**src/design/esnt_defines.svh**
```systemverilog
`ifndef ESNT_DEFINES_SVH
`define ESNT_DEFINES_SVH

// ---------------------------------------------------------------
// register byte addresses
// ---------------------------------------------------------------
`define ESNT_ADDR_TIME 8'h10
`define ESNT_ADDR_STATUS 8'h12
`define ESNT_ADDR_MASK 8'h14
`define ESNT_ADDR_CMD 8'h16
`define ESNT_ADDR_SEARCH 8'h1A

// ---------------------------------------------------------------
// status bit positions
// ---------------------------------------------------------------
`define ESNT_B_RECEIVE_ERROR_FLAG 15
`define ESNT_B_CORR 14
`define ESNT_B_UNLOCK 13
`define ESNT_B_WATCH 12
`define ESNT_B_FREE 11
`define ESNT_B_REMOTE 10
`define ESNT_B_OWN 9
`define ESNT_B_SRC 8
`define ESNT_B_RETRY 7
`define ESNT_B_RECOV 6
`define ESNT_B_HUB 5
`define ESNT_B_PTR 4
`define ESNT_B_CORE 3
`define ESNT_B_NOREPLY 2
`define ESNT_B_TRANSMIT_ERROR_FLAG 1
`define ESNT_B_TXFREE 0

// write-one-to-clear bits
`define ESNT_W1C_MASK 16'hCFF6
`define ESNT_TIME_RST 16'h0000
`define ESNT_MASK_RST 16'h0000
// unlock and transmitter-free read one out of hard reset
`define ESNT_STAT_RST 16'h2001

// ---------------------------------------------------------------
// command codes and pointer limits
// ---------------------------------------------------------------
`define ESNT_CMD_SEND 8'h03
`define ESNT_CMD_CANCEL 8'h01
`define ESNT_CMD_WATCH_CLR 8'h0A
`define ESNT_PTR_MIN_OK 8'h03

// ---------------------------------------------------------------
// hub watchdog timing
// ---------------------------------------------------------------
`define ESNT_CLK_MHZ 250
`define ESNT_HUB_TO_SLOW_US 3270
`define ESNT_HUB_TO_FAST_US 1640
`define ESNT_HUB_CYC_SLOW (`ESNT_HUB_TO_SLOW_US * `ESNT_CLK_MHZ)
`define ESNT_HUB_CYC_FAST (`ESNT_HUB_TO_FAST_US * `ESNT_CLK_MHZ)

`endif

```
**src/design/esnt_pkg.sv**
```systemverilog
package esnt_pkg;
    typedef enum logic [1:0] {
        ESNT_TX_IDLE = 2'b00,
        ESNT_TX_PEND = 2'b01
    } esnt_tx_t;
endpackage

```
**src/design/esnt_hub_watch.sv**
```systemverilog
`timescale 1ns/1ps
`default_nettype none
// ---------------------------------------------------------------
// hub transmit watchdog
// ---------------------------------------------------------------
module esnt_hub_watch #(
    parameter int CNT_W = 20,
    parameter int LIMIT_SLOW = 817500,
    parameter int LIMIT_FAST = 410000
) (
    input wire logic ref_clk_i,
    input wire logic rst_n_i,
    input wire logic hub_tx_active_i,
    input wire logic fast_rate_i,
    output logic timeout_o
);
    // refuse limits the counter cannot reach
    if (CNT_W < 2 || CNT_W > 30 || LIMIT_SLOW < 1 || LIMIT_FAST < 1
        || LIMIT_SLOW >= (1 << CNT_W) || LIMIT_FAST >= (1 << CNT_W))
    begin
        $error("esnt_hub_watch: limits do not fit the counter");
    end

    logic [CNT_W-1:0] cnt_r;
    logic [CNT_W-1:0] cnt_nxt;
    logic [CNT_W-1:0] limit;
    logic hit;

    // pulse once when the count reaches one below the limit, then restart
    always_comb
    begin
        limit = fast_rate_i ? CNT_W'(LIMIT_FAST) : CNT_W'(LIMIT_SLOW);
        hit = hub_tx_active_i && (cnt_r >= limit - CNT_W'(1));
        if (!hub_tx_active_i || hit)
            cnt_nxt = '0;
        else
            cnt_nxt = cnt_r + CNT_W'(1);
    end

    always_ff @(posedge ref_clk_i or negedge rst_n_i)
    begin
        if (!rst_n_i)
            cnt_r <= '0;
        else
            cnt_r <= cnt_nxt;
    end

    assign timeout_o = hit;
endmodule
`default_nettype wire

```
**src/design/esnt_event_unit.sv**
```systemverilog
`timescale 1ns/1ps
`default_nettype none
`include "esnt_defines.svh"
module esnt_event_unit
    import esnt_pkg::*;
#(
    parameter int HUB_CYC_SLOW = `ESNT_HUB_CYC_SLOW,
    parameter int HUB_CYC_FAST = `ESNT_HUB_CYC_FAST,
    parameter int PAGE_LIMIT = 255
) (
    input wire logic ref_clk_i,
    input wire logic rst_n_i,
    input wire logic soft_reset_i,
    // host bus
    input wire logic [7:0] addr_i,
    input wire logic [15:0] wdata_i,
    input wire logic wr_i,
    input wire logic rd_i,
    input wire logic bus16_i,
    output logic [15:0] rdata_o,
    // time base
    input wire logic time_tick_i,
    input wire logic time_load_i,
    input wire logic [15:0] time_load_val_i,
    input wire logic time_master_i,
    input wire logic master_id_valid_i,
    input wire logic time_locked_i,
    // receive events
    input wire logic rx_error_i,
    input wire logic [2:0] rx_error_code_i,
    input wire logic [4:0] rx_sender_id_i,
    input wire logic rx_is_packet_i,
    input wire logic line_corr_i,
    input wire logic [3:0] corr_detail_i,
    input wire logic watch_expired_i,
    input wire logic free_page_done_i,
    input wire logic remote_page_done_i,
    input wire logic rx_ok_i,
    input wire logic rx_to_me_i,
    input wire logic [4:0] rx_source_id_i,
    // transmit events
    input wire logic pass_retry_i,
    input wire logic response_recovery_i,
    input wire logic hub_tx_active_i,
    input wire logic hub_on_i,
    input wire logic fast_rate_i,
    input wire logic tx_packet_i,
    input wire logic [7:0] tx_pointer_i,
    input wire logic core_irq_i,
    input wire logic enquiry_no_reply_i,
    input wire logic tx_fail_i,
    input wire logic tx_done_i,
    output logic send_req_o,
    output logic hub_reset_o,
    output logic line_reset_o,
    output logic [15:0] error_detail_o,
    output logic irq_o
);
    // the pointer compare is eight bits wide
    if (PAGE_LIMIT < 3 || PAGE_LIMIT > 255)
    begin
        $error("esnt_event_unit: PAGE_LIMIT out of range");
    end

    // ---------------------------------------------------------------
    // state
    // ---------------------------------------------------------------
    logic [15:0] time_r, time_nxt;
    logic [7:0] time_hi_r, time_hi_nxt;
    logic [15:0] stat_r, stat_nxt;
    logic [15:0] mask_r, mask_nxt;
    logic [7:0] cmd_r, cmd_nxt;
    logic [4:0] search_r, search_nxt;
    logic [15:0] detail_r, detail_nxt;
    logic [15:0] rdata_r, rdata_nxt;
    logic unlock_r, unlock_nxt;
    esnt_tx_t tx_r, tx_nxt;
    logic hub_to;
    logic wr_stat, wr_cmd;
    logic [15:0] w1c, set_v;

    esnt_hub_watch #(
        .CNT_W(20),
        .LIMIT_SLOW(HUB_CYC_SLOW),
        .LIMIT_FAST(HUB_CYC_FAST)
    ) u_hub (
        .ref_clk_i(ref_clk_i),
        .rst_n_i(rst_n_i),
        .hub_tx_active_i(hub_tx_active_i),
        .fast_rate_i(fast_rate_i),
        .timeout_o(hub_to)
    );

    // ---------------------------------------------------------------
    // time counter and byte latch
    // ---------------------------------------------------------------
    // the latch keeps 8-bit reads coherent across the carry between bytes
    always_comb
    begin
        time_nxt = time_r;
        time_hi_nxt = time_hi_r;
        if (soft_reset_i)
            time_nxt = `ESNT_TIME_RST;
        else if (time_load_i)
            time_nxt = time_load_val_i;
        else if (time_tick_i)
            time_nxt = time_r + 16'h0001;
        if (rd_i && !bus16_i && addr_i == `ESNT_ADDR_TIME)
            time_hi_nxt = time_r[15:8];
    end

    // ---------------------------------------------------------------
    // status flags
    // ---------------------------------------------------------------
    always_comb
    begin
        wr_stat = wr_i && addr_i == `ESNT_ADDR_STATUS;
        wr_cmd = wr_i && addr_i == `ESNT_ADDR_CMD;
        w1c = wr_stat ? (wdata_i & `ESNT_W1C_MASK) : 16'h0000;
        // receive side in upper byte, transmit in lower
        set_v = 16'h0000;
        set_v[`ESNT_B_RECEIVE_ERROR_FLAG] = rx_error_i && rx_is_packet_i;
        set_v[`ESNT_B_CORR] = line_corr_i;
        set_v[`ESNT_B_WATCH] = watch_expired_i;
        set_v[`ESNT_B_FREE] = free_page_done_i;
        set_v[`ESNT_B_REMOTE] = remote_page_done_i;
        set_v[`ESNT_B_OWN] = rx_ok_i && rx_to_me_i;
        set_v[`ESNT_B_SRC] = rx_ok_i && rx_source_id_i == search_r;
        set_v[`ESNT_B_RETRY] = pass_retry_i;
        set_v[`ESNT_B_RECOV] = response_recovery_i;
        set_v[`ESNT_B_HUB] = hub_to;
        set_v[`ESNT_B_PTR] = tx_packet_i && (tx_pointer_i < `ESNT_PTR_MIN_OK
            || tx_pointer_i > 8'(PAGE_LIMIT));
        set_v[`ESNT_B_NOREPLY] = enquiry_no_reply_i;
        set_v[`ESNT_B_TRANSMIT_ERROR_FLAG] = tx_fail_i || enquiry_no_reply_i;
        stat_nxt = stat_r & ~w1c;
        if (wr_cmd && wdata_i[7:0] == `ESNT_CMD_WATCH_CLR)
            stat_nxt = stat_nxt & ~`ESNT_W1C_MASK & ~(16'h0001 << `ESNT_B_WATCH);
        if (wr_cmd && wdata_i[7:0] == `ESNT_CMD_SEND)
            stat_nxt = stat_nxt & ~16'h0006;
        stat_nxt = stat_nxt | set_v; // set wins over clear
        if (soft_reset_i)
            stat_nxt = 16'h0000;
        // mirrored bits come straight from live state
        stat_nxt[`ESNT_B_UNLOCK] = unlock_nxt;
        stat_nxt[`ESNT_B_CORE] = core_irq_i;
        stat_nxt[`ESNT_B_TXFREE] = (tx_nxt == ESNT_TX_IDLE);
    end

    // unlock flag: master always locked, others wait for evaluated id
    always_comb
    begin
        if (time_master_i)
            unlock_nxt = 1'b0;
        else if (soft_reset_i)
            unlock_nxt = 1'b1;
        else if (master_id_valid_i && time_locked_i)
            unlock_nxt = 1'b0;
        else if (!time_locked_i)
            unlock_nxt = 1'b1;
        else
            unlock_nxt = unlock_r;
    end

    // transmit pending from send command to done, fail, no reply, cancel or soft reset
    always_comb
    begin
        tx_nxt = tx_r;
        unique case (tx_r)
            ESNT_TX_IDLE:
                if (wr_cmd && wdata_i[7:0] == `ESNT_CMD_SEND)
                    tx_nxt = ESNT_TX_PEND;
            ESNT_TX_PEND:
                if (tx_done_i || tx_fail_i || enquiry_no_reply_i
                    || (wr_cmd && wdata_i[7:0] == `ESNT_CMD_CANCEL))
                    tx_nxt = ESNT_TX_IDLE;
        endcase
        if (soft_reset_i)
            tx_nxt = ESNT_TX_IDLE;
    end

    // ---------------------------------------------------------------
    // mask, command, search, detail and read mux
    // ---------------------------------------------------------------
    always_comb
    begin
        mask_nxt = mask_r;
        cmd_nxt = cmd_r;
        search_nxt = search_r;
        detail_nxt = detail_r;
        if (wr_i && addr_i == `ESNT_ADDR_MASK)
            mask_nxt = wdata_i;
        if (wr_cmd)
            cmd_nxt = wdata_i[7:0];
        if (wr_i && addr_i == `ESNT_ADDR_SEARCH)
            search_nxt = wdata_i[4:0];
        if (set_v[`ESNT_B_RECEIVE_ERROR_FLAG])
            detail_nxt = {detail_r[15:8], rx_error_code_i, rx_sender_id_i};
        if (line_corr_i)
            detail_nxt[11:8] = corr_detail_i;
        rdata_nxt = rdata_r;
        if (rd_i)
        begin
            unique case (addr_i)
                `ESNT_ADDR_TIME: rdata_nxt = time_r;
                `ESNT_ADDR_TIME + 8'h01: rdata_nxt = {8'h00, time_hi_r};
                `ESNT_ADDR_STATUS: rdata_nxt = stat_r;
                `ESNT_ADDR_MASK: rdata_nxt = mask_r;
                `ESNT_ADDR_CMD: rdata_nxt = {8'h00, cmd_r};
                `ESNT_ADDR_SEARCH: rdata_nxt = {11'h000, search_r};
                default: rdata_nxt = 16'h0000;
            endcase
        end
    end

    // ---------------------------------------------------------------
    // registers
    // ---------------------------------------------------------------
    always_ff @(posedge ref_clk_i or negedge rst_n_i)
    begin
        if (!rst_n_i)
        begin
            time_r <= `ESNT_TIME_RST;
            time_hi_r <= 8'h00;
            stat_r <= `ESNT_STAT_RST;
            mask_r <= `ESNT_MASK_RST;
            cmd_r <= 8'h00;
            search_r <= 5'h00;
            detail_r <= 16'h0000;
            rdata_r <= 16'h0000;
            unlock_r <= 1'b1;
            tx_r <= ESNT_TX_IDLE;
        end
        else
        begin
            time_r <= time_nxt;
            time_hi_r <= time_hi_nxt;
            stat_r <= stat_nxt;
            mask_r <= mask_nxt;
            cmd_r <= cmd_nxt;
            search_r <= search_nxt;
            detail_r <= detail_nxt;
            rdata_r <= rdata_nxt;
            unlock_r <= unlock_nxt;
            tx_r <= tx_nxt;
        end
    end

    // ---------------------------------------------------------------
    // outputs
    // ---------------------------------------------------------------
    assign rdata_o = rdata_r;
    assign error_detail_o = detail_r;
    assign send_req_o = (tx_r == ESNT_TX_PEND);
    assign hub_reset_o = hub_to;
    assign line_reset_o = hub_to && hub_on_i;
    assign irq_o = |(stat_r & mask_r);
endmodule
`default_nettype wire

```
**config.mk**
```make
export PLATFORM = sky130hd
export DESIGN_NAME = esnt_event_unit
export DESIGN_NICKNAME = d
export VERILOG_FILES = /design/src/design/esnt_pkg.sv /design/src/design/esnt_hub_watch.sv /design/src/design/esnt_event_unit.sv
export VERILOG_INCLUDE_DIRS = /design/src /design/src/design
export SDC_FILE = /design/constraint.sdc
export NUM_CORES = 1
export LEC_CHECK = 0
export BUFFER_PORTS_ARGS = -buffer_cell sky130_fd_sc_hd__buf_2
export CAP_MARGIN = 20
export CORE_ASPECT_RATIO = 1.2
export CORE_MARGIN = 2
export CORE_UTILIZATION = 59
export CTS_CLUSTER_SIZE = 8
export DETAILED_ROUTE_END_ITERATION = 10
export PLACE_DENSITY = 0.89
export SLEW_MARGIN = 20
export SYNTH_ARGS = -nofsm -noshare
export SYNTH_HDL_FRONTEND = slang
export SYNTH_SLANG_ARGS = --single-unit
```
**constraint.sdc**
```tcl
create_clock -name ref_clk_i -period 7 [get_ports ref_clk_i]
set_clock_uncertainty 0.15 [all_clocks]
set_input_delay 1.4 -clock ref_clk_i [delete_from_list [all_inputs] [get_ports ref_clk_i]]
set_output_delay 1.4 -clock ref_clk_i [all_outputs]
set_load 0.01 [all_outputs]
```
==> results list, run 1 <==
- Result of the run: finished, final reports clean
* DRC marker count from the first detailed-route iteration: around 500
* Most used standard cell by instance count after synthesis: dfrtp_1
* CP Data Arrival Time: between 3000 and 4000 ps
* Async set or reset register ratio after synthesis: 1.00
- Of the synthesized area, sequential elements account for 0.487.
* Adder-cell area share of the yosys netlist: 0.0225
- Final setup violating endpoints: 0
* Number of input and output port buffers inserted: 125
* Reg-to-Reg Start: u_hub.cnt_r[6]
- Hold buffer count at CTS: 0
- Worst Slack Setup Final: between 2000 and 2500 ps
- Later-pin clock latency in the skew report: about 420 ps
- Summed negative setup slack over all endpoints: 0 ps
* Placer congestion estimate: 0.952
- Global route hottest layer: met2
- In this run the remaining antenna-violating nets after routing total 0.
- The floorplan step set the die height to 116 um.
- The final max-slew violation count was 0.
* Die footprint: between 10000 and 15000 um2
- Synth warnings: 0
* Switching Fraction: 0.249
* Clk Tree Root Cell: clkbuf_16
- CTS saw between 100 and 150 sinks.
* # IOs: 130
- Synth Instances: 589
* Power per cell area: 245 nW/um2
- The clock passes through at most 2 buffers.
- Number of H-tree levels: 4
- The first global-routing pass estimated ~27000 um of wire.
- After global routing the overflow that remains totals 0.
- The floorplan step set the die width to slightly below 100 um.
- Area share of the largest cell type after synthesis: 0.479
- Routed wire per std cell: between 15 and 20 um
* Clock slew at the register clock pins of the worst setup and hold paths: 60 ps
- Maximum number of pins on one net before global-route repair: 72
* Final wirelength: 16600 um
* Detailed-route DRC error count: 0
* Combined global-route utilization of all metal layers: 0.307
- The number of gates resized after CTS was 0.
- Unrepaired setup endpoints after global routing: no
- The tool flagged a number of max-cap violations equal to 0.
* Number of buffers inserted by post-CTS setup repair: 0
* Origin of the worst setup path: fast_rate_i
* Portion of total power attributed to the clock network: 0.495
- Area growth, synth to finish: 21.3%
- In the global route stage, met1 resource usage came out at 0.364.
* Final HPWL DP: approximately 12000 um
- For this configuration, the core starts out at a cell density of 0.608.
* Worst setup path class: input pin to primary output
* Worst hold start: tx_r[0]
* Combinational Power Share: 0.090
- HP Class: flip-flop to flip-flop
- Maximum vdd drop: about 0.16 mV
* Average footprint of a synthesized cell: around 10 um2
- Share of synthesized cell area in and, or, nand and nor gates: 0.167
* TritonCTS Buffers: 17
- Dividing the final minimum period by the clock period gives 0.684.
* Static leakage power: about 3.5 nW
- Number of hold-slack violations in the final timing report: 0
* Kind of end point of the critical path: primary output
* Most used DFF post-synth: dfrtp_1
* Count of antenna diodes in the layout: 0
- Antenna violations before repair: 0
* Top cells by instance count after synthesis: dfrtp_1 (117), nor2_1 (77), mux2_2 (41)
* Largest cells by area after synthesis: dfrtp_1 (48%), mux2_2 (7.5%), nor2_1 (4.7%)
* Dominant combinational cell family by area after synthesis: simple AND/OR/NAND/NOR gates
- Summing over every cut layer, the via total after detailed routing is around 5200.
- TritonCTS built the clock tree.
- The compound-cell area share of the yosys netlist is 0.114.
- Along the worst path, the maximum fanout reaches 7.
* Core Region: about 10000 um2
- Counting distinct cell types in the post-synthesis netlist gives 61.
* Cell type with the highest aggregate area in the netlist: dfrtp_1
- At the pin with the least slew margin, the transition time is roughly 890 ps.
- In this run the power spent charging and discharging nets is roughly 0.00045 W.
- Worst endpoint required time: between 5000 and 6000 ps
* Highest clock rate: around 210 MHz
- In the global route stage, met2 resource usage came out at 0.530.
- Setup crit start kind: input pin
- Pre-CTS setup slack: ~2300 ps
* Cell Int Power: approximately 0.0014 W
* Flop pwr share: 0.415
- Fraction of synthesized area in multiplexers: 0.120
* Via-to-Cell Ratio: approximately 6
* Number of nets in the layout: 815
- The synthesized netlist occupies a cell area of approximately 6100 um2.
- Initial DRT Pass Iterations: 5
- For met3 alone, demand over resource in global routing was 0.0832.
* Xor and xnor area share after synthesis: 0.0530
- Layout cell share with drive strength beyond 1: 0.307
* # rows: 40
* Register bit total from synthesis: between 100 and 150
* Slew margin rel.: 0.409
- Via count of the first global-routing pass: ~5300
- The routed design could run at a clock period as short as about 4800 ps.
- EDFF count, synth: 0
cells by family (layout without fill, tap and decap cells):
group | count (synthesis) | in the layout
adders and majority gates | 11 | 11
AOI/OAI and AO/OA | 103 | 103
DFF | 119 | 119
and+or+nand+nor | 204 | 204
xor gates and xnor gates | 37 | 37
muxes | 64 | 64
other | 1 | 4
buffers and inverters | 50 | 181
power groups by stage:
stage	sequential (W)	clock, W	combinational (W)
finish	0.000753	0.000898	0.000164
floorplan	0.000759	0	0.0000807
global placement	0.000760	0	0.000155
detailed placement	0.000762	0	0.000161
global route	0.000756	0.000940	0.000179
CTS	0.000751	0.000904	0.000164
state kept, by name (all words and copies together), names as in the netlist:
| signal | count |
|---|---|
| cmd_r | 8 |
| error_detail_o | 12 |
| mask_r | 16 |
| rdata_o | 16 |
| search_r | 5 |
| stat_r | 16 |
| time_hi_r | 8 |
| time_r | 16 |
| tx_r | 2 |
| u_hub.cnt_r | 20 |
layout make-up:
class	instances	area, um2
inverter	21	78.8
clock buffer	18	439
fill	644	2640
tap	126	158
clock inverter	14	175
sequential	119	2980
timing repair buffer	128	651
multi-input combinational	423	2940
layer usage:
metal / wire, um / vias to the layer above
met3: 1370 / 48
li1: - / 2351
met2: 8500 / 305
met1: 6130 / 2533
met4: 637 / 0
met5: 0 / -
critical path, stage by stage:
cell     delay (ps)
buf_2           160
inv_1           100
ha_1            310
nand4_1         100
or3_1           350
a311o_1         380
a21bo_2         220
nor2_1           80
buf_2           130
final timing paths:
check	slack [ps]	endpoint	cells after the start
min reg2reg	310	stat_r[0]	1
min in group asynchronous	840	u_hub.cnt_r[14]	1
max reg2reg	4340	u_hub.cnt_r[3]	6
max	2210	line_reset_o	9
max in group asynchronous	4540	cmd_r[1]	2
min	310	stat_r[0]	1
per-stage QoR:
| stage | power, W | hold WS (ps) | util | std cells | area (um2) |
|---|---|---|---|---|---|
| after global routing | 0.00188 | 331 | 0.738 | 849 | 7420 |
| after detailed placement | 0.000924 | 288 | 0.676 | 817 | 6810 |
| after CTS | 0.00182 | 307 | 0.738 | 849 | 7420 |
| after global placement | 0.000915 | 273 | 0.676 | 817 | 6810 |
| after floorplan | 0.000840 | 262 | - | 592 | 6130 |
| final | 0.00181 | 311 | 0.738 | 849 | 7420 |
placed cells by master (no fill, tap or decap), types with 7 or more instances in the layout:
cell type	n
clkbuf_16	17
a31oi_1	7
buf_2	124
o22ai_1	8
nor2_1	77
mux2_4	8
mux2i_1	15
a21oi_1	31
xnor2_1	22
nand4_1	15
o21ai_0	12
inv_1	19
ha_1	11
nand2_1	33
dfrtp_1	117
nor2b_1	10
a32o_1	7
and2_1	7
nor4_1	7
xor2_1	15
mux2_2	41
nand3_1	22
Note: power is estimated with default switching activity, not from simulation.
==> inputs of run 2 (changes only) <==
- ABC_AREA: unset -> 1
- CORE_UTILIZATION: 59 -> 56
- PLACE_DENSITY: 0.89 -> 0.85
- clock period: 7 -> 4.7 ns (I/O delays scaled with it)
==> results list, run 2 <==
- After detailed routing, the total wire length is 16100 um.
* Maximum vdd drop: 0.237 mV
- # IOs: 130
* Area growth, synth to finish: 19.6%
- DR top layer: met4
- Counting flops with an async set or reset pin after synthesis yields a share of 1.00.
* Unrepaired setup endpoints after global routing: no
- Static leakage power: around 3.9 nW
- In this run the worst path has a maximum fanout of 7.
- Worst endpoint required time: approximately 3600 ps
* Commonest cells after routing, fill and taps aside: nand2_1 (175), buf_2 (124), dfrtp_1 (117)
- In the final layout, the share of cells above drive strength 1 is 0.194.
- Cell depth of the worst hold path: 1
- For this run, the top clock speed supported by timing is 297 MHz.
* Delay contributed by the slowest stage of the critical path: 300 ps
- On the final layout, the worst hold slack is about 310 ps.
- The slowest stage of the critical path is the ha_1 cell.
* Power per cell area: roughly 340 nW/um2
* Final Critical Period: 3360 ps
- Across every metal layer, demand over resource in global routing totals 0.280.
- Setup crit start kind: input pin
* Placer congestion estimate: ~0.92
- In this run, synthesis produced a sequential element count of approximately 120.
* Total chip power: 0.00257 W
- Adding up every negative setup slack in the final design gives 0 ps.
- Count of antenna diodes in the layout: 0
- The share of total power dissipated in the clock network is 0.471.
- The largest total area in the synthesized netlist belongs to dfrtp_1.
- The library cell used most frequently in the layout, excluding fill and tap cells, is nand2_1.
- The multi-input combinational cells in the finished layout cover a total of slightly below 3000 um2.
- Synth Instances: approximately 800
- Clock tree synthesis found a total of between 100 and 150 sinks.
- Detailed-route DRC error count: 0
* Maximum number of pins on one net before global-route repair: 65
* Reg-to-Reg Start: u_hub.cnt_r[7]
- Top cells by instance count after synthesis: nand2_1 (175), dfrtp_1 (117), nor2_1 (115)
* EDFF count, synth: 0
- Switching Fraction: 0.243
- Result of the run: finished, final reports clean
* Proportion of synthesized chip area in sequential cells: 0.465
- At the pin with the least slew margin, the transition time is between 800 and 900 ps.
- Net switching power: between 0.0006 and 0.0007 W
* Synth warnings: 0
- After global routing the overflow that remains totals 0.
* Share of the core filled with cells in the final layout: 0.692
* HP Class: flip-flop to flip-flop
- Most used standard cell by instance count after synthesis: nand2_1
- WHS Endpoint: u_hub.cnt_r[0]
* Number of nets in the layout: ~1100
* FILL cells: between 900 and 1000
- Die W: between 100 and 150 um
- For this configuration, the core starts out at a cell density of 0.578.
- DP Area: between 7000 and 8000 um2
- For the worst setup path, the data arrival time is 2270 ps.
- Post-Synthesis Cell Area: between 6000 and 7000 um2
- Worst reg2reg setup slack: 2310 ps
* Worst hold start: u_hub.cnt_r[0]
- In this run, post-CTS repair resized a total of 0 instances.
- The first routing iteration left approximately 410 violations.
- The first detailed-routing pass ran for 5 iterations.
* Combinational Power Share: 0.097
- Largest cells by area after synthesis: dfrtp_1 (46%), nand2_1 (10%), nor2_1 (6.7%)
- Clock tree from TritonCTS: yes
- In the final layout, flip-flops and latches occupy 2980 um2.
* Routed wire per std cell: ~14 um
* Total vias in the final route: about 6000
- The share of synthesized area in the top cell type comes to 0.457.
- Via count of the first global-routing pass: between 5000 and 6000
- The critical path goes through buf_2, inv_1, ha_1, nand4_1, nor2_1, nand3_1, nand3_1, nand2_1, nor2_1, buf_2.
* Hold buffer count at CTS: 0
* Slew margin rel.: 0.451
- The internal portion of the total power is 0.00195 W.
- Flip-flop count of the largest register after layout: 20
- Cell variety after synth: 41
- The share of total power dissipated in sequential elements is 0.432.
- Clock tree synthesis selected as its root buffer the cell clkbuf_16.
* Kind of end point of the critical path: primary output
- Max-capacitance violation count: 0
* Final HPWL DP: approximately 12000 um
- The detailed router put a total of about 6300 um of wire on met1.
- Wire length of the first global-routing pass: 26900 um
- Dividing the final minimum period by the clock period gives 0.715.
- Number of buffers inserted by post-CTS setup repair: 0
- Most used DFF post-synth: dfrtp_1
* Average footprint of a synthesized cell: roughly 7.8 um2
- Core Region: 11100 um2
- TritonCTS Buffers: 17
* Y dimension of the die: 121 um
- The clock reaches the later pin of the worst-skew pair after slightly above 400 ps.
- Largest register by flop count: u_hub.cnt_r
- Antenna violations before repair: 0
- Register-to-Register Path Depth: 8
- CTS built an H-tree with a depth of 4.
* Via-to-Cell Ratio: ~5.4
- Setup violations remaining at the end of the flow were counted as 0.
- Once layout is done, the placed cells without fillers occupy around 7700 um2.
- After detailed routing, the met2 layer carries ~8400 um of wire.
* Capturing point of the worst reg2reg path: u_hub.cnt_r[7]
* Post-DRT Antenna Nets: 0
- Deepest clock path buffer count: 2
- After clock tree synthesis, the clock-pin slew on the worst setup and hold paths is 50 ps.
* # rows: 42
* Die footprint: 12300 um2
* Worst setup path class: input pin to primary output
- Number of input and output port buffers inserted: around 130
- Max Slew Vio Count: 0
* Met3 wire len: between 1000 and 1500 um
- The total count of hold-check failures in the final report is 0.
## run 2: worst max-delay path, delay by kind of cell
| family | cells | cell delay, ps |
|---|---|---|
| AND/OR/NAND/NOR | 6 | 630 |
| buffers and inverters | 3 | 400 |
| adder cells (fa/ha/maj) | 1 | 300 |
## run 2: final cells by class
| class | count | area share |
|---|---|---|
| Multi-Input combinational cell | 577 | 0.381 |
| Timing Repair Buffer | 127 | 0.0838 |
| Clock inverter | 7 | 0.0111 |
| Clock buffer | 25 | 0.0594 |
| Sequential cell | 119 | 0.389 |
| Tap cell | 154 | 0.0251 |
| Inverter | 105 | 0.0514 |
## run 2: routing by layer
| metal | global-route usage | up-vias |
|---|---|---|
| met5 | 0 | - |
| met4 | 0.112 | 0 |
| met3 | 0.0732 | 34 |
| met2 | 0.478 | 225 |
| met1 | 0.332 | 2803 |
| li1 | - | 2909 |
## run 2: worst max-delay path by stage
| stage | startpoint | end | slack [ps] | depth (start not counted) |
|---|---|---|---|---|
| global route | fast_rate_i | hub_reset_o | 1180 | 12 |
| global placement | fast_rate_i | line_reset_o | 1390 | 10 |
| CTS | fast_rate_i | line_reset_o | 1320 | 10 |
| finish | fast_rate_i | line_reset_o | 1340 | 10 |
| detailed placement | fast_rate_i | line_reset_o | 1340 | 10 |
| floorplan | fast_rate_i | line_reset_o | 1690 | 8 |
## run 2: logic make-up after synthesis
logic type	Yosys count	synth area share
xor gates and xnor gates	24	0.0328
buffers and inverters	129	0.0816
adders and majority gates	11	0.0215
other	1	0.000585
DFF	119	0.465
muxes	12	0.0211
and+or+nand+nor	392	0.265
AOI/OAI and AO/OA	134	0.113
## run 2: metrics by stage
stage,cells,setup slack (ps)
CTS,1114,1320
global placement,1082,1390
global route,1114,1180
floorplan,825,1690
detailed placement,1082,1340
finish,1114,1340
## run 2: power by group through the flow
stage / Combinational, W / Sequential, W / Clock (W)
after floorplan: 0.000127 / 0.00113 / 0
after global placement: 0.000242 / 0.00113 / 0
after detailed placement: 0.000248 / 0.00113 / 0
after CTS: 0.000251 / 0.00111 / 0.00122
after global routing: 0.000282 / 0.00112 / 0.00127
final: 0.000250 / 0.00111 / 0.00121
==> inputs of run 3 (changes only) <==
- ABC_AREA: 1 -> 0
- CORE_UTILIZATION: 56 -> 50
- PLACE_DENSITY: 0.85 -> 0.81
- clock period: 4.7 -> 2.9 ns (I/O delays scaled with it)
==> results list, run 3 (synthesis gave the netlist of run 1 again) <==
- For this run, the slowest stage of the critical path takes ~360 ps.
- After the last flow step, the layout net total stands at ~840.
- Number of hold-slack violations in the final timing report: 0
* Post-DRT Antenna Nets: 0
- The first global-routing pass estimated roughly 27000 um of wire.
- After layout, the minimum clock period comes to 2980 ps.
- More flip-flops sit in one register than any other, and that register is u_hub.cnt_r.
* Worst-path fanout max: 4
- The later pin in the worst-skew pair is clocked with a latency of roughly 420 ps.
- Initial core utilization: 0.510
- The number of antenna diodes in the final layout is 0.
- The wire-length estimate of the detail-placed layout is around 12000 um.
- Worst setup path class: input pin to primary output
- Die footprint: approximately 13000 um2
* Via-to-Cell Ratio: 5.73
- After layout, the worst setup slack is -82.2 ps.
* Maximum number of pins on one net before global-route repair: 85
- Slowest stage cell, crit path: a311o_1
- CP Data Arrival Time: 2250 ps
* Cells along the critical path: buf_4, buf_4, ha_1, and3_4, nand4_1, a311o_1, a21bo_2, nor2_2, buf_2
* Post-route non-filler standard cell count: between 900 and 1000
- Core Region: approximately 12000 um2
* # rows: 44
- In this design, the critical path's most frequently occurring cell is buf_4.
* Pre-CTS setup slack: -98.8 ps
- STA classifies the critical path startpoint as an input pin.
- Dividing the detail-routed wire length by the instance count gives about 18 um.
- Clock slew at the register clock pins of the worst setup and hold paths: 60 ps
- In this run the number of H-tree levels came out at 4.
* Y dimension of the die: ~130 um
- Worst endpoint required time: 2170 ps
- Final wirelength: 16800 um
* Layout cell share with drive strength beyond 1: 0.340
- The worst setup path is captured at a primary output.
* Slew margin rel.: 0.532
- Clock tree from TritonCTS: yes
* Unrepaired setup endpoints after global routing: yes
* Detailed-route DRC error count: 0
- TritonCTS Buffers: 17
* Area growth, synth to finish: 26.4%
* Number of input and output port buffers inserted: about 130
* Violations in the final reports: negative setup slack
- Leaving out fill and tap cells, the most frequent cell in the layout is buf_2.
- Number of sinks driven by the clock tree: roughly 120
* Static leakage power: roughly 3.6 nW
- The path class of the tightest hold or removal check is input pin to flip-flop.
* Max-capacitance violation count: 0
- The via count of the first global-routing pass came to approximately 5400.
* Result of the run: finished with violations
* Max Slew Vio Count: 0
- Maximum vdd drop: roughly 0.36 mV
- For this run, the share of the core covered by cells in the final layout is 0.644.
- # IOs: between 100 and 150
- Final setup violating endpoints: 2
- Transition time at the pin with the least slew margin: between 600 and 700 ps
- After global routing the overflow that remains totals 0.
- Commonest cells after routing, fill and taps aside: buf_2 (123), dfrtp_1 (114), nor2_1 (76)
- Combined global-route utilization of all metal layers: 0.267
- Deepest clock path buffer count: 2
* Flip-flop count of the largest register after layout: 20
- The initial antenna violation count was 0.
- Die W: between 100 and 150 um
* Final clock period utilization by the worst path: 1.03
- Total instance count after detailed placement: 867
- DRC marker count from the first detailed-route iteration: 353
* Clk Tree Root Cell: clkbuf_16
* Placer congestion estimate: about 0.91
* Initial DRT Pass Iterations: 5
- For this design the ratio of total power to cell area is approximately 580 nW/um2.
- Total vias in the final route: about 5200
- Highest clock rate: approximately 340 MHz
run 3: changes by cell type in the layout (fill, tap and decap cells not counted), sizes merged, moves of 10 or more:
cell	delta
inv	-80
xnor2	+16
buf	+24
o21ai	-63
nand2	-149
nand3	-34
mux2i	+15
nor2	-44
nor2b	+10
mux2	+37
run 3: report_power, final:
part	switching [W]	internal [W]
logic	0.000228	0.000187
clock network	0.000809	0.00146
registers	0.0000729	0.00174
total	0.00111	0.00339
run 3: what timing repair did:
action,4_1_cts,5_1_grt
setup endpoints to repair,2,2
pin swaps,1,2
setup buffers,6,2
gates resized for setup,6,5
hold endpoints to repair,6,0
hold buffers,1,0
run 3: area by class of cell:
class | instances | area [um2]
clock buffer | 17 | 425
clock inverter | 15 | 218
fill | 998 | 4270
inverter | 21 | 78.8
multi-input combinational | 423 | 2970
sequential | 119 | 2980
tap | 161 | 201
timing repair buffer | 152 | 848
run 3: critical path, delay by kind of cell:
kind / cells / cell delay [ps]
AOI/OAI and AO/OA: 2 / 600
adders and majority gates: 1 / 300
and+or+nand+nor: 3 / 360
buffers and inverters: 3 / 420
run 3: worst paths after layout:
kind	from	cells past startpoint	endpoint	slack, ps
max in group asynchronous	rst_n_i	3	stat_r[0]	1560
worst min-delay path	time_master_i	2	stat_r[13]	120
worst max register to register	u_hub.cnt_r[7]	9	stat_r[5]	530
worst min register to register	tx_r[1]	1	stat_r[0]	310
min in group asynchronous	rst_n_i	2	u_hub.cnt_r[0]	380
worst max-delay path	fast_rate_i	9	line_reset_o	-80
run 3: metrics by stage:
| stage | power [W] | TNS [ps] | hold WS, ps | instance area [um2] |
|---|---|---|---|---|
| final | 0.00450 | -124 | 122 | 7730 |
| after global placement | 0.00223 | -40.8 | 255 | 6970 |
| after detailed placement | 0.00225 | -156 | 256 | 6970 |
| after global routing | 0.00468 | -306 | 106 | 7730 |
| after floorplan | 0.00203 | 0 | 134 | 6130 |
| after CTS | 0.00452 | -70.8 | 114 | 7700 |
run 3: per-layer routing:
metal,vias to the layer above,routed length [um],track usage
met3,45,814,0.0631
met2,199,8870,0.472
met5,-,0,0
li1,2395,-,-
met1,2564,6520,0.308
met4,0,579,0.112
